<file path="config.mk">
export PLATFORM = sky130hd
export DESIGN_NAME = tpg_gen
export DESIGN_NICKNAME = d
export VERILOG_FILES = /design/src/shared/tpg_pkg.sv /design/src/rtl/tpg_gen.sv
export SDC_FILE = /design/constraint.sdc
export NUM_CORES = 1
export LEC_CHECK = 0
export CORE_ASPECT_RATIO = 1.4
export CORE_MARGIN = 2
export CORE_UTILIZATION = 30
export CTS_CLUSTER_DIAMETER = 60
export DETAILED_ROUTE_END_ITERATION = 8
export DONT_BUFFER_PORTS = 1
export GPL_TIMING_DRIVEN = 0
export PLACE_DENSITY_LB_ADDON = 0.15
export SYNTH_ARGS = -nofsm -noshare
export SYNTH_HDL_FRONTEND = slang
export SYNTH_SLANG_ARGS = --single-unit
</file>
<file path="constraint.sdc">
create_clock -name clk -period 11.9 [get_ports clk]
set_input_delay 1.785 -clock clk [delete_from_list [all_inputs] [get_ports clk]]
set_output_delay 1.785 -clock clk [all_outputs]
set_load 0.005 [all_outputs]
</file>
<file path="src/shared/tpg_pkg.sv">
// Purpose: Constants and carrier types of the link test pattern generator
// Assumes: Byte-wide configuration registers at their printed addresses
// Notes:   Two converters by two samples per frame on the sample path
package tpg_pkg;

	// ****************************************************************
	// Register addresses, reset values and field positions
	// ****************************************************************
	localparam logic [15:0] TPG_ADDR_SOFT_RESET = 16'h0000;
	localparam logic [15:0] TPG_ADDR_SYNC_CTRL = 16'h0572;
	localparam logic [15:0] TPG_ADDR_TEST_CTRL = 16'h0573;
	localparam logic [15:0] TPG_ADDR_USER_FIRST = 16'h0551;
	localparam logic [15:0] TPG_ADDR_USER_LAST = 16'h0558;
	localparam logic [7:0] TPG_SOFT_RESET_CODE = 8'h81;
	localparam logic [7:0] TPG_TEST_CTRL_RESET = 8'h00;
	localparam logic [7:0] TPG_SYNC_CTRL_RESET = 8'h00;
	localparam logic [7:0] TPG_USER_RESET = 8'h00;
	localparam logic [7:0] TPG_SYNC_DISABLE_CODE = 8'hc0;
	localparam logic [7:0] TPG_TEST_CTRL_WMASK = 8'h3f;
	localparam int TPG_MODE_LSB = 0;
	localparam int TPG_POINT_LSB = 4;
	localparam int TPG_DONE_BIT = 7;

	// ****************************************************************
	// Test mode codes and injection points
	// ****************************************************************
	localparam logic [3:0] TPG_MODE_OFF = 4'h0;
	localparam logic [3:0] TPG_MODE_CHECKER = 4'h1;
	localparam logic [3:0] TPG_MODE_TOGGLE = 4'h2;
	localparam logic [3:0] TPG_MODE_PN31 = 4'h3;
	localparam logic [3:0] TPG_MODE_PN23 = 4'h4;
	localparam logic [3:0] TPG_MODE_PN15 = 4'h5;
	localparam logic [3:0] TPG_MODE_PN9 = 4'h6;
	localparam logic [3:0] TPG_MODE_PN7 = 4'h7;
	localparam logic [3:0] TPG_MODE_RAMP = 4'h8;
	localparam logic [3:0] TPG_MODE_USER_REPEAT = 4'he;
	localparam logic [3:0] TPG_MODE_USER_SINGLE = 4'hf;
	localparam logic [1:0] TPG_POINT_SAMPLE = 2'b00;
	localparam logic [1:0] TPG_POINT_PHY = 2'b01;
	localparam logic [1:0] TPG_POINT_SCRAMBLER = 2'b10;

	// ****************************************************************
	// Word widths, pattern words and generator seeds
	// ****************************************************************
	localparam logic [4:0] TPG_SAMPLE_W = 5'h10;
	localparam logic [4:0] TPG_PHY_W = 5'h0a;
	localparam logic [4:0] TPG_OCTET_W = 5'h08;
	localparam int TPG_NUM_SAMPLES = 4;
	localparam int TPG_FIFO_DEPTH = 4;
	localparam logic [15:0] TPG_CHECKER_EVEN = 16'h5555;
	localparam logic [15:0] TPG_CHECKER_ODD = 16'haaaa;
	localparam logic [15:0] TPG_TOGGLE_EVEN = 16'h0000;
	localparam logic [15:0] TPG_TOGGLE_ODD = 16'hffff;
	localparam logic [30:0] TPG_SEED_PN31 = 31'h0003afff;
	localparam logic [30:0] TPG_SEED_PN23 = 31'h00003aff;
	localparam logic [30:0] TPG_SEED_PN15 = 31'h000003af;
	localparam logic [30:0] TPG_SEED_PN9 = 31'h00000092;
	localparam logic [30:0] TPG_SEED_PN7 = 31'h00000007;

	typedef struct packed {
		logic [30:0] seed;
		logic [4:0] len;
		logic [4:0] tap;
	} tpg_lfsr_cfg_s;

	typedef struct packed {
		logic [30:0] state;
		logic [15:0] word;
	} tpg_step_s;

	typedef struct packed {
		logic [TPG_NUM_SAMPLES-1:0][15:0] word;
	} tpg_frame_s;

endpackage

</file>
<file path="src/rtl/tpg_gen.sv">
// Purpose: Link test pattern generator with three injection points
// Assumes: Register port driven by the serial control engine on clk
// Notes:   Sample path is buffered; symbol and octet paths are registered
//
// Operation
// - Low nibble of test control register picks the pattern; zero is off.
// - Bits five and four pick sample, ten-bit symbol or octet injection.
// - Codes three to seven run PN31, PN23, PN15, PN9, PN7 from seeds.
// - Code eight ramps, wrapping at sixteen, ten or eight bits.
// - Code fourteen cycles user patterns one to four endlessly.
// - Code fifteen sends user patterns one to four once, then zeros.
// - Sample point: all four samples of a frame carry one word.
// - Sample point PN9 starts 0x496F, PN23 0xFF5C, toggle 0x0000/0xFFFF.
// - Symbol point advances per symbol; user word bits fifteen to six.
// - Symbol point PN9 starts 0x125, PN23 0x3FD, toggle 0x000/0x3FF.
// - Octet point advances per octet; user word upper bits.
// - Octet point PN9 starts 0x49, PN23 0xFF, toggle 0x00/0xFF.
// - Four sixteen-bit user words sit in eight consecutive byte registers.

// ********************************************************************
// Frame buffer
// ********************************************************************
module tpg_fifo #(
	parameter int WIDTH = 64,
	parameter int DEPTH = 4
) (
	input wire logic clk,
	input wire logic reset_n,
	input wire logic [WIDTH-1:0] in_data,
	input wire logic in_valid,
	output logic in_ready,
	output logic [WIDTH-1:0] out_data,
	output logic out_valid,
	input wire logic out_ready
);
	localparam int PW = (DEPTH > 1) ? $clog2(DEPTH) : 1;
	localparam int CW = $clog2(DEPTH + 1);
	localparam logic [PW-1:0] LAST = PW'(DEPTH - 1);
	localparam logic [CW-1:0] FULL = CW'(DEPTH);

	logic [WIDTH-1:0] mem [DEPTH];
	logic [PW-1:0] wr_ptr;
	logic [PW-1:0] rd_ptr;
	logic [CW-1:0] count;
	wire push = in_valid && in_ready;
	wire pop = out_valid && out_ready;

	assign in_ready = (count != FULL);
	assign out_valid = (count != '0);
	assign out_data = mem[rd_ptr];

	always_ff @(posedge clk) begin
		if (push) begin
			mem[wr_ptr] <= in_data;
		end
	end

	always_ff @(posedge clk or negedge reset_n) begin
		if (!reset_n) begin
			wr_ptr <= '0;
			rd_ptr <= '0;
			count <= '0;
		end else begin
			if (push) begin
				wr_ptr <= (wr_ptr == LAST) ? '0 : wr_ptr + 1'b1;
			end
			if (pop) begin
				rd_ptr <= (rd_ptr == LAST) ? '0 : rd_ptr + 1'b1;
			end
			if (push && !pop) begin
				count <= count + 1'b1;
			end else if (pop && !push) begin
				count <= count - 1'b1;
			end
		end
	end
endmodule // tpg_fifo

// ********************************************************************
// Generator top
// ********************************************************************
module tpg_gen
	import tpg_pkg::*;
(
	input wire logic clk,
	input wire logic reset_n,
	input wire logic [15:0] cfg_addr,
	input wire logic [7:0] cfg_wdata,
	input wire logic cfg_write,
	input wire logic cfg_read,
	output logic [7:0] cfg_rdata,
	output logic cfg_rvalid,
	input wire tpg_frame_s sample_in,
	input wire logic sample_in_valid,
	output logic sample_in_ready,
	output tpg_frame_s sample_out,
	output logic sample_out_valid,
	input wire logic sample_out_ready,
	input wire logic [9:0] symbol_in,
	input wire logic symbol_in_valid,
	output logic [9:0] symbol_out,
	output logic symbol_out_valid,
	input wire logic [7:0] octet_in,
	input wire logic octet_in_valid,
	output logic [7:0] octet_out,
	output logic octet_out_valid,
	output logic link_sync_input_disable
);

	// ****************************************************************
	// Serial stepping of the pseudorandom bit stream
	// ****************************************************************
	// The stream is the register read out from bit 0, each new bit being
	// bit 0 xor bit (len - tap); a word takes its first bit as its MSB.
	function automatic tpg_step_s pn_step(input logic [30:0] st_in,
		input logic [4:0] len, input logic [4:0] tap,
		input logic [4:0] w);
		tpg_step_s r;
		logic [30:0] st;
		logic nb;
		st = st_in;
		r.word = '0;
		nb = 1'b0;
		for (int i = 0; i < 16; i++) begin
			if (5'(i) < w) begin
				r.word = {r.word[14:0], st[0]};
				nb = st[0] ^ st[len - tap];
				st = st >> 1;
				st[len - 5'h01] = nb;
			end
		end
		r.state = st;
		return r;
	endfunction

	function automatic tpg_lfsr_cfg_s pn_cfg(input logic [3:0] m);
		tpg_lfsr_cfg_s c;
		c = '{seed: TPG_SEED_PN7, len: 5'd7, tap: 5'd6};
		unique case (m)
			TPG_MODE_PN31: c = '{seed: TPG_SEED_PN31, len: 5'd31, tap: 5'd28};
			TPG_MODE_PN23: c = '{seed: TPG_SEED_PN23, len: 5'd23, tap: 5'd18};
			TPG_MODE_PN15: c = '{seed: TPG_SEED_PN15, len: 5'd15, tap: 5'd14};
			TPG_MODE_PN9: c = '{seed: TPG_SEED_PN9, len: 5'd9, tap: 5'd5};
			default: c = '{seed: TPG_SEED_PN7, len: 5'd7, tap: 5'd6};
		endcase
		return c;
	endfunction

	// ****************************************************************
	// Configuration registers
	// ****************************************************************
	logic [7:0] test_ctrl;
	logic [7:0] sync_ctrl;
	logic [7:0] user_byte [8];
	logic user_done;

	wire wr_ctrl = cfg_write && (cfg_addr == TPG_ADDR_TEST_CTRL);
	wire wr_sync = cfg_write && (cfg_addr == TPG_ADDR_SYNC_CTRL);
	wire in_user = (cfg_addr >= TPG_ADDR_USER_FIRST) &&
		(cfg_addr <= TPG_ADDR_USER_LAST);
	wire wr_user = cfg_write && in_user;
	wire [15:0] user_off = cfg_addr - TPG_ADDR_USER_FIRST;
	wire [2:0] user_sel = user_off[2:0];
	// Only the full code resets; other values at address zero are ignored
	wire soft_reset = cfg_write && (cfg_addr == TPG_ADDR_SOFT_RESET) &&
		(cfg_wdata == TPG_SOFT_RESET_CODE);
	wire restart = wr_ctrl || soft_reset;

	always_ff @(posedge clk or negedge reset_n) begin
		if (!reset_n) begin
			test_ctrl <= TPG_TEST_CTRL_RESET;
			sync_ctrl <= TPG_SYNC_CTRL_RESET;
		end else if (soft_reset) begin
			test_ctrl <= TPG_TEST_CTRL_RESET;
			sync_ctrl <= TPG_SYNC_CTRL_RESET;
		end else begin
			if (wr_ctrl) begin
				test_ctrl <= cfg_wdata & TPG_TEST_CTRL_WMASK;
			end
			if (wr_sync) begin
				sync_ctrl <= cfg_wdata;
			end
		end
	end

	always_ff @(posedge clk or negedge reset_n) begin
		if (!reset_n) begin
			for (int i = 0; i < 8; i++) begin
				user_byte[i] <= TPG_USER_RESET;
			end
		end else if (soft_reset) begin
			for (int i = 0; i < 8; i++) begin
				user_byte[i] <= TPG_USER_RESET;
			end
		end else if (wr_user) begin
			user_byte[user_sel] <= cfg_wdata;
		end
	end

	assign link_sync_input_disable = (sync_ctrl == TPG_SYNC_DISABLE_CODE);

	// Readback: bit 7 of the test control register shows the single run end
	logic [7:0] next_rdata;
	wire [7:0] ctrl_view = {user_done, test_ctrl[6:0]};
	assign next_rdata = (cfg_addr == TPG_ADDR_TEST_CTRL) ? ctrl_view :
		(cfg_addr == TPG_ADDR_SYNC_CTRL) ? sync_ctrl :
		in_user ? user_byte[user_sel] : 8'h00;

	always_ff @(posedge clk or negedge reset_n) begin
		if (!reset_n) begin
			cfg_rdata <= 8'h00;
			cfg_rvalid <= 1'b0;
		end else begin
			cfg_rvalid <= cfg_read;
			if (cfg_read) begin
				cfg_rdata <= next_rdata;
			end
		end
	end

	// ****************************************************************
	// Mode decode
	// ****************************************************************
	wire [3:0] mode = test_ctrl[TPG_MODE_LSB +: 4];
	wire [1:0] point = test_ctrl[TPG_POINT_LSB +: 2];
	wire is_pn = (mode >= TPG_MODE_PN31) && (mode <= TPG_MODE_PN7);
	// Undefined codes leave the data untouched rather than guess a pattern
	wire active = (mode != TPG_MODE_OFF) &&
		((mode <= TPG_MODE_RAMP) || (mode == TPG_MODE_USER_REPEAT) ||
		(mode == TPG_MODE_USER_SINGLE));
	wire at_sample = active && (point == TPG_POINT_SAMPLE);
	wire at_phy = active && (point == TPG_POINT_PHY);
	wire at_octet = active && (point == TPG_POINT_SCRAMBLER);
	wire [4:0] word_w = (point == TPG_POINT_PHY) ? TPG_PHY_W :
		(point == TPG_POINT_SCRAMBLER) ? TPG_OCTET_W :
		TPG_SAMPLE_W;
	wire [4:0] drop = TPG_SAMPLE_W - word_w;
	wire [15:0] mask = TPG_TOGGLE_ODD >> drop;

	// ****************************************************************
	// Pattern state
	// ****************************************************************
	logic phase;
	logic [30:0] lfsr;
	logic [15:0] ramp;
	logic [1:0] user_idx;

	wire sample_take = sample_in_valid && sample_in_ready;
	// One advance per frame, symbol or octet at the chosen point
	wire advance = (at_sample && sample_take) || (at_phy && symbol_in_valid) ||
		(at_octet && octet_in_valid);

	tpg_lfsr_cfg_s pcfg;
	tpg_step_s step;
	assign pcfg = pn_cfg(mode);
	assign step = pn_step(lfsr, pcfg.len, pcfg.tap, word_w);

	// Seed of the mode being written, so the first word after the write is set
	tpg_lfsr_cfg_s wcfg;
	assign wcfg = pn_cfg(cfg_wdata[3:0]);

	wire [15:0] user_word = {user_byte[{user_idx, 1'b1}],
		user_byte[{user_idx, 1'b0}]};
	wire [15:0] user_top = user_word >> drop;

	logic [15:0] gen_word;
	assign gen_word =
		(mode == TPG_MODE_CHECKER) ?
			((phase ? TPG_CHECKER_ODD : TPG_CHECKER_EVEN) & mask) :
		(mode == TPG_MODE_TOGGLE) ?
			((phase ? TPG_TOGGLE_ODD : TPG_TOGGLE_EVEN) & mask) :
		is_pn ? step.word :
		(mode == TPG_MODE_RAMP) ? (ramp & mask) :
		(mode == TPG_MODE_USER_REPEAT) ? user_top :
		(mode == TPG_MODE_USER_SINGLE && !user_done) ? user_top :
		16'h0000;

	always_ff @(posedge clk or negedge reset_n) begin
		if (!reset_n) begin
			phase <= 1'b0;
			lfsr <= TPG_SEED_PN7;
			ramp <= 16'h0000;
			user_idx <= 2'b00;
			user_done <= 1'b0;
		end else if (restart) begin
			phase <= 1'b0;
			lfsr <= wcfg.seed;
			ramp <= 16'h0000;
			user_idx <= 2'b00;
			user_done <= 1'b0;
		end else if (advance) begin
			phase <= ~phase;
			lfsr <= step.state;
			ramp <= ramp + 16'h0001;
			user_idx <= user_idx + 2'b01;
			if (mode == TPG_MODE_USER_SINGLE && user_idx == 2'b11) begin
				user_done <= 1'b1;
			end
		end
	end

	// ****************************************************************
	// Injection into the three data paths
	// ****************************************************************
	// A frame stalled by the buffer does not advance the pattern, so the
	// checker never sees a skipped word under back-pressure.
	tpg_frame_s frame_mux;
	assign frame_mux = at_sample ? {TPG_NUM_SAMPLES{gen_word}} :
		sample_in;

	tpg_fifo #(
		.WIDTH($bits(tpg_frame_s)),
		.DEPTH(TPG_FIFO_DEPTH)
	) i_tpg_fifo (
		.clk(clk),
		.reset_n(reset_n),
		.in_data(frame_mux),
		.in_valid(sample_in_valid),
		.in_ready(sample_in_ready),
		.out_data(sample_out),
		.out_valid(sample_out_valid),
		.out_ready(sample_out_ready)
	);

	wire [9:0] symbol_mux = at_phy ? gen_word[9:0] : symbol_in;
	wire [7:0] octet_mux = at_octet ? gen_word[7:0] : octet_in;

	always_ff @(posedge clk or negedge reset_n) begin
		if (!reset_n) begin
			symbol_out <= 10'h000;
			symbol_out_valid <= 1'b0;
			octet_out <= 8'h00;
			octet_out_valid <= 1'b0;
		end else begin
			symbol_out_valid <= symbol_in_valid;
			octet_out_valid <= octet_in_valid;
			if (symbol_in_valid) begin
				symbol_out <= symbol_mux;
			end
			if (octet_in_valid) begin
				octet_out <= octet_mux;
			end
		end
	end

endmodule // tpg_gen

</file>
; ---- Yosys cells after proc, flatten, opt, wreduce, memory -nomap -nowiden
; Memory sizes are Yosys's and may differ from the RTL's.
; Cells that the tools add are included.
[totals]
regBits = 166
latch_bits = 0
ramBits = 256
romBits = 0
input_bits = 114
output_inout_bits = 96
wordCells = 287
mem_count = 1
[classes]
n_addsub = 10
multipliers = 0
div = 0
order_cmp = 28
eq_ne = 23
shift = 2
mux = 135
bitwise = 23
reduce_logical = 41
[memory_table]
columns = memory, depth, width, rd, rd_clocked_by_memory_dff, wr, line
row1 = i_tpg_fifo.mem, 4, 64, 1, 0, 1, tpg_gen.sv:41  ; logic [WIDTH-1:0] mem [DEPTH];
[op_table]
columns = cell, count
row1 = 31-bit 2-to-1 mux, 18
row2 = 31-bit bitwise mux, 16
row3 = 16-bit 2-to-1 mux, 22
row4 = 64-bit 2-to-1 mux, 3
row5 = 28-bit case mux with 4 select lines, 1
row6 = 8-bit 2-to-1 mux, 13
row7 = 1-bit binary-select mux with 5-bit select, 16
row8 = 8-bit binary-select mux with 3-bit select, 3
row9 = 64-bit bitwise mux, 1
row10 = 16-bit bitwise AND, 3
row11 = "4-bit by 5-bit < comparator with 1-bit output, first input constant", 8
row12 = 10-bit case mux with 4 select lines, 1
row13 = "16-bit by 11-bit equality test with 1-bit output, second input constant", 2
row14 = 1-bit 2-to-1 mux, 25
row15 = 8-bit demux with 3-bit select, 1
row16 = "4-bit by 3-bit equality test with 1-bit output, second input constant", 6
row17 = 1-bit logical AND, 22
row18 = "3-bit by 5-bit < comparator with 1-bit output, first input constant", 4
row19 = "16-bit by 1-bit adder with 16-bit output, second input constant", 1
row20 = "8-bit equality test, second input constant", 2
row21 = "16-bit by 11-bit >= comparator with 1-bit output, second input constant", 1
row22 = "16-bit by 11-bit <= comparator with 1-bit output, second input constant", 1
row23 = 16-bit zero test, 1
row24 = 16-bit by 5-bit right shift with 16-bit output, 1
row25 = other kinds (39), 90

; ---- Longest topological paths before layout
[depth]
ltp_word = 86
depth_mapped = 59
depth_no_buf = 41

; ---- Cells and area by module
; Synthesis repeated with hierarchy kept, for this count alone.
[unflattened]
cells_unflattened = 2870
hier_area_um2 = 27684.1
[by_module_without_submodules]
columns = mod, n_inst, cells_per_inst, area_per_inst_um2, seq_area_each_um2
row1 = tpg_gen, 1, 2499, 18024.8, 3957.5
row2 = tpg_fifo, 1, 371, 9659.3, 7862.5

; ---- Least setup slack after synthesis
; Ideal clock, no wire load.
[synth_path]
path_type = register -> register
from = register test_ctrl[0]
to = register lfsr[22]
setup_ns = 0.101
arrival_ns = 12.785
required_ns = 11.799
setup_slack_ns = -0.985
path_stages_with_launch = 57
path_buffers = 16
period_less_slack_ns = 12.885
cell_sequence = dfrtp_1 -> nand4bb_1 -> buf_6 -> inv_6 -> buf_2 -> buf_2 -> buf_2 -> buf_4 -> buf_4 -> buf_4 -> clkbuf_1 -> buf_4 -> clkbuf_1 -> clkbuf_1 -> ha_1 -> fa_1 -> buf_2 -> inv_1 -> [21 not listed] -> o21ai_1 -> a31oi_4 -> a31oi_1 -> nor4_2 -> o211a_1 -> or3_1 -> and2_1 -> buf_6 -> o311a_4 -> a31oi_4 -> xor2_2 -> o21ai_1 -> or4_1 -> o2111a_1 -> a21o_1 -> o21ai_2 -> a31oi_1 -> o32ai_1
[synth_between]
elab_chain_len = 86
elab_cells_between_ends = 110
cone_classes = 2 x add/sub / 3 x order compare / 6 x eq/ne / 69 x mux / 16 x bitwise / 14 x reduce/logical
[synth_rtl]
columns = item, line
row1 = from (decl), tpg_gen.sv:152  ; logic [7:0] test_ctrl;
row2 = from (signal assigned), tpg_gen.sv:178  ; test_ctrl <= cfg_wdata & TPG_TEST_CTRL_WMASK;
row3 = 4-bit by 3-bit equality test with 1-bit output / 4-bit by 2-bit equality test with 1-bit output (equally long branches), tpg_gen.sv:139  ; unique case (m)
row4 = 10-bit case mux with 4 select lines, tpg_gen.sv:139
row5 = 5-bit by 1-bit subtractor with 5-bit output, tpg_gen.sv:129  ; st[len - 5'h01] = nb;
row6 = 5-bit by 6-bit < comparator with 1-bit output (not written as such) / 5-bit by 1-bit >= comparator with 1-bit output (equally long branches), tpg_gen.sv:129
row7 = 1-bit logical AND (not written as such), tpg_gen.sv:129
row8 = 1-bit 2-to-1 mux (not written as such), tpg_gen.sv:129
row9 = 1-bit demux with 5-bit select, tpg_gen.sv:129
row10 = 31-bit bitwise mux, tpg_gen.sv:129
row11 = [70 not listed], n/a
row12 = 31-bit 2-to-1 mux, tpg_gen.sv:125  ; if (5'(i) < w) begin
row13 = 1-bit binary-select mux with 5-bit select, tpg_gen.sv:127  ; nb = st[0] ^ st[len - tap];
row14 = 1-bit 2-to-1 mux (not written as such), tpg_gen.sv:127
row15 = 1-bit bitwise XOR, tpg_gen.sv:127
row16 = 31-bit bitwise mux, tpg_gen.sv:129
row17 = 31-bit 2-to-1 mux, tpg_gen.sv:125
row18 = 31-bit 2-to-1 mux, tpg_gen.sv:291  ; end else if (advance) begin
row19 = 31-bit 2-to-1 mux, tpg_gen.sv:285  ; end else if (restart) begin
row20 = to (signal assigned), tpg_gen.sv:287  ; lfsr <= wcfg.seed;
row21 = to (signal assigned), tpg_gen.sv:293  ; lfsr <= step.state;
row22 = to (decl), tpg_gen.sv:244  ; logic [30:0] lfsr;
; Several ways; a longest one is shown, not always the timed one. The select of a mux whose other input is x is not followed.
; A chain may end at the register's enable or synchronous reset.

; ---- Worst setup path in the final report
[layout_path]
from = register test_ctrl[3]
to = register lfsr[22]
; Same word-level chain as after synthesis.

==> impl_results.md <==
* Final Core Density at 0.373
* Seq cells post-synth at 421
* Crit path kind: flip-flop to flip-flop
* Inserted Clock Buffers at 46
* # setup viols final at 8
* Ys flop type: edfxtp_1
* Actual slew at the worst max-slew pin at 1.39 ns
* Horiz. Die Dim at 262 um
* CP Data Required Time at 12.41 ns
* Initial core utilization at 0.303
* Clock Tree Buf Depth at 3
* Hold_buf cts at 0
* Drt via density at 6.13
* Final WS setup at -0.343 ns
* DR vias at 27.2k
* IO buf count at 0
* 1st-iter DRT viols at 2553
* Most used cell, CP: buf_12
* CTS tree: done
* Non-filler cells, final at 4437
* Core Region at 0.0925 sq mm
* Final period utilization at 1.03
* Delay-heaviest family, CP: compound AO/OA/AOI/OAI gates
* Die ar. at 0.0959 sq mm
* Drc violations at 0
* Share of post-route cells with drive strength above 1 at 0.220
* Vias in the first global route at 27.2k
* Diode count at 0
* Final nets at 3332
* Tmin final at 12.24 ns
* CP Launch Type: flip-flop
* Synth async-reset ratio at 0.392
* Cell Pwr Density at 119 mW/mm^2
* GRT Total Usage at 0.302
* Total grt overflow at 0
* Pleak at 12.6 nW
* Final WL at 150000 um
* Largest net degree at the start of global routing at 166
* Slew Limit Fails at 0
* Critical Path End Type: flip-flop
* CP max-delay cell: clkdlybuf4s15_1
* Clk_lat worst skew at 0.61 ns
* Mean Syn Cell Area at 9.44 sq um
* Worst Path Buf+Inv at 20
* Worst min-delay path class: flip-flop to flip-flop
* Peak VDD IR at 0.114 mV
* Seq/Total Area, Yosys at 0.422
* Fillers at 9415
* Initial antenna violation count at 2
* Yosys Warn Count at 0
* Post-synth cell types at 123
* Drt pass-1 iters at 5
* Slew margin rel. at 0.0763
* CTS root buf: clkbuf_16
* RePlAce Congestion at 1.02
* First-pass GRT wire length at 209000 um
* I/O pin count at 210
* Slowest stage delay, CP at 0.97 ns
* Commonest non-fill, non-tap cell in the layout: nand2_1
* Remaining antenna violation count at 0
* Pre-CTS WS at -6.46 ns
* Clock sinks at 421
* Hold Fails Final Rpt at 0
* Hold_ws at 0.487 ns
* Clock-pin transition on the worst setup and hold timing paths at 0.06 ns
* Crit path arrival time at 12.76 ns
* # H-tree levels at 2
* FMAX at 0.0817 GHz
* Clock Skews at 0.0448 ns
* WL/cell at 33.7 um
* Die extent in y at 366 um
* Most frequent cells in the layout: nand2_1 (398), nor2_1 (309), edfxtp_1 (256)
* Mapped Cells at 2968
* DP HPWL at 114000 um
* Post-Synthesis Cell Area at 0.0280 sq mm
* Placed Instances at 4187
* Rows at 132
* Outcome: finished with violations
* Max-cap violations at 0
* RSZ-0062 raised after global routing: true
* EDFF count, synth at 256
* Failing checks: negative setup slack
* Syn Nets at 3104
* Synth-to-layout area growth at 23.0%
* Crit-path max FO at 10
==> cell type report <==
type | count | area (sq um) | share of cell area
flip-flops and latches | 421 | 11800 | 0.343
inverters | 49 | 199 | 0.00577
plain buffers | 223 | 1390 | 0.0403
repair buffers | 191 | 1730 | 0.0503
well taps | 1206 | 1510 | 0.0438
multi-input cells | 2264 | 16400 | 0.476
clock buffers | 56 | 1200 | 0.0348
clock inverters | 27 | 211 | 0.00613
==> cell usage after synthesis, drive strengths merged, types with 10 or more instances <==
cell type,n,area (sq um)
a211o,10,87.6
nand2,412,1550
o221ai,26,234
or2,22,138
mux4,92,2070
a21boi,10,75.1
nor3,76,408
nor4,20,138
inv,46,178
a21oi,197,997
clkbuf,143,539
mux2,23,259
o21a,32,240
o22ai,14,93.8
o311a,10,111
xor2,19,174
a31oi,55,380
o211ai,46,350
nand4,13,81.3
dfrtp,162,4050
ha,20,250
a31o,10,87.6
xnor2,12,105
a22oi,14,105
a221oi,16,146
o311ai,12,113
nand3,70,350
a2111oi,14,129
mux2i,84,857
a211oi,39,298
edfxtp,256,7690
nand2b,20,125
nor2,329,1240
and2,33,206
and3,29,186
o21ai,237,1190
o31ai,18,145
o211a,12,120
buf,90,551
or3,18,118
a21o,60,450
==> registers in the layout, summed over array words and instances, names as in the netlist, 8 cells and up <==
register	count
lfsr	31
user_byte	64
octet_out	8
symbol_out	10
cfg_rdata	8
ramp	16
sync_ctrl	8
i_tpg_fifo.mem	256
==> metrics by stage <==
step	setup TNS, ns	total power [mW]	cell area [sq um]
5_1_grt	-3.29	4.27	34500
2_1_floorplan	0	2.42	28200
3_5_place_dp	-283.14	2.75	29900
4_1_cts	-4.67	4.15	33600
6_report	-1.72	4.10	34500
3_3_place_gp	-358.23	2.73	29700
==> routing by layer <==
metal	GRT usage	up-vias	part of all wire
met5	0	-	0.000053
met1	0.342	13700	0.37
met4	0.205	2	0.082
met3	0.0462	460	0.059
met2	0.527	1420	0.49
li1	-	11700	-
==> worst reg2reg max path, delay by kind of cell (launching register included) <==
| kind | cells | cell delay (ns) |
|---|---|---|
| and+or+nand+nor | 12 | 2.94 |
| DFF | 1 | 0.38 |
| AOI/OAI and AO/OA | 19 | 4.35 |
| xor gates and xnor gates | 1 | 0.28 |
| buffers and inverters | 20 | 3.64 |
| adders and majority gates | 1 | 0.26 |
| muxes | 1 | 0.29 |
==> repair_timing <==
action / CTS / global route
buffers inserted: 111 / 66
resized for setup: 274 / 119
cloned: 2 / 1
pin swaps: 100 / 73
setup endpoints to repair: 121 / 18
==> power breakdown <==
part | switching (mW) | total, mW | leakage (nW) | internal (mW)
Sequential | 0.0544 | 1.82 | 4.52 | 1.76
Clock | 0.612 | 1.36 | 0.702 | 0.749
Combinational | 0.555 | 0.922 | 7.35 | 0.367
Total | 1.22 | 4.10 | 12.6 | 2.88
==> worst paths after layout <==
kind | cells after the start | slack, ns | start | end
min in group asynchronous | 0 | 0.89 | reset_n | symbol_out[6]
worst max register to register | 54 | -0.34 | test_ctrl[3] | lfsr[22]
worst min-delay path | 1 | 0.49 | i_tpg_fifo.count[2] | i_tpg_fifo.count[2]
worst max-delay path | 54 | -0.34 | test_ctrl[3] | lfsr[22]
worst min register to register | 1 | 0.49 | i_tpg_fifo.count[2] | i_tpg_fifo.count[2]
max in group asynchronous | 0 | 10.63 | reset_n | i_tpg_fifo.wr_ptr[0]
==> logic make-up after synthesis <==
kind of cell | synth area share
simple gates | 0.176
mux | 0.114
compound gates | 0.222
buf+inv | 0.0460
flops | 0.422
fa+ha+maj | 0.0104
xor+xnor | 0.00995
Note: power is estimated with default switching activity, not from simulation.
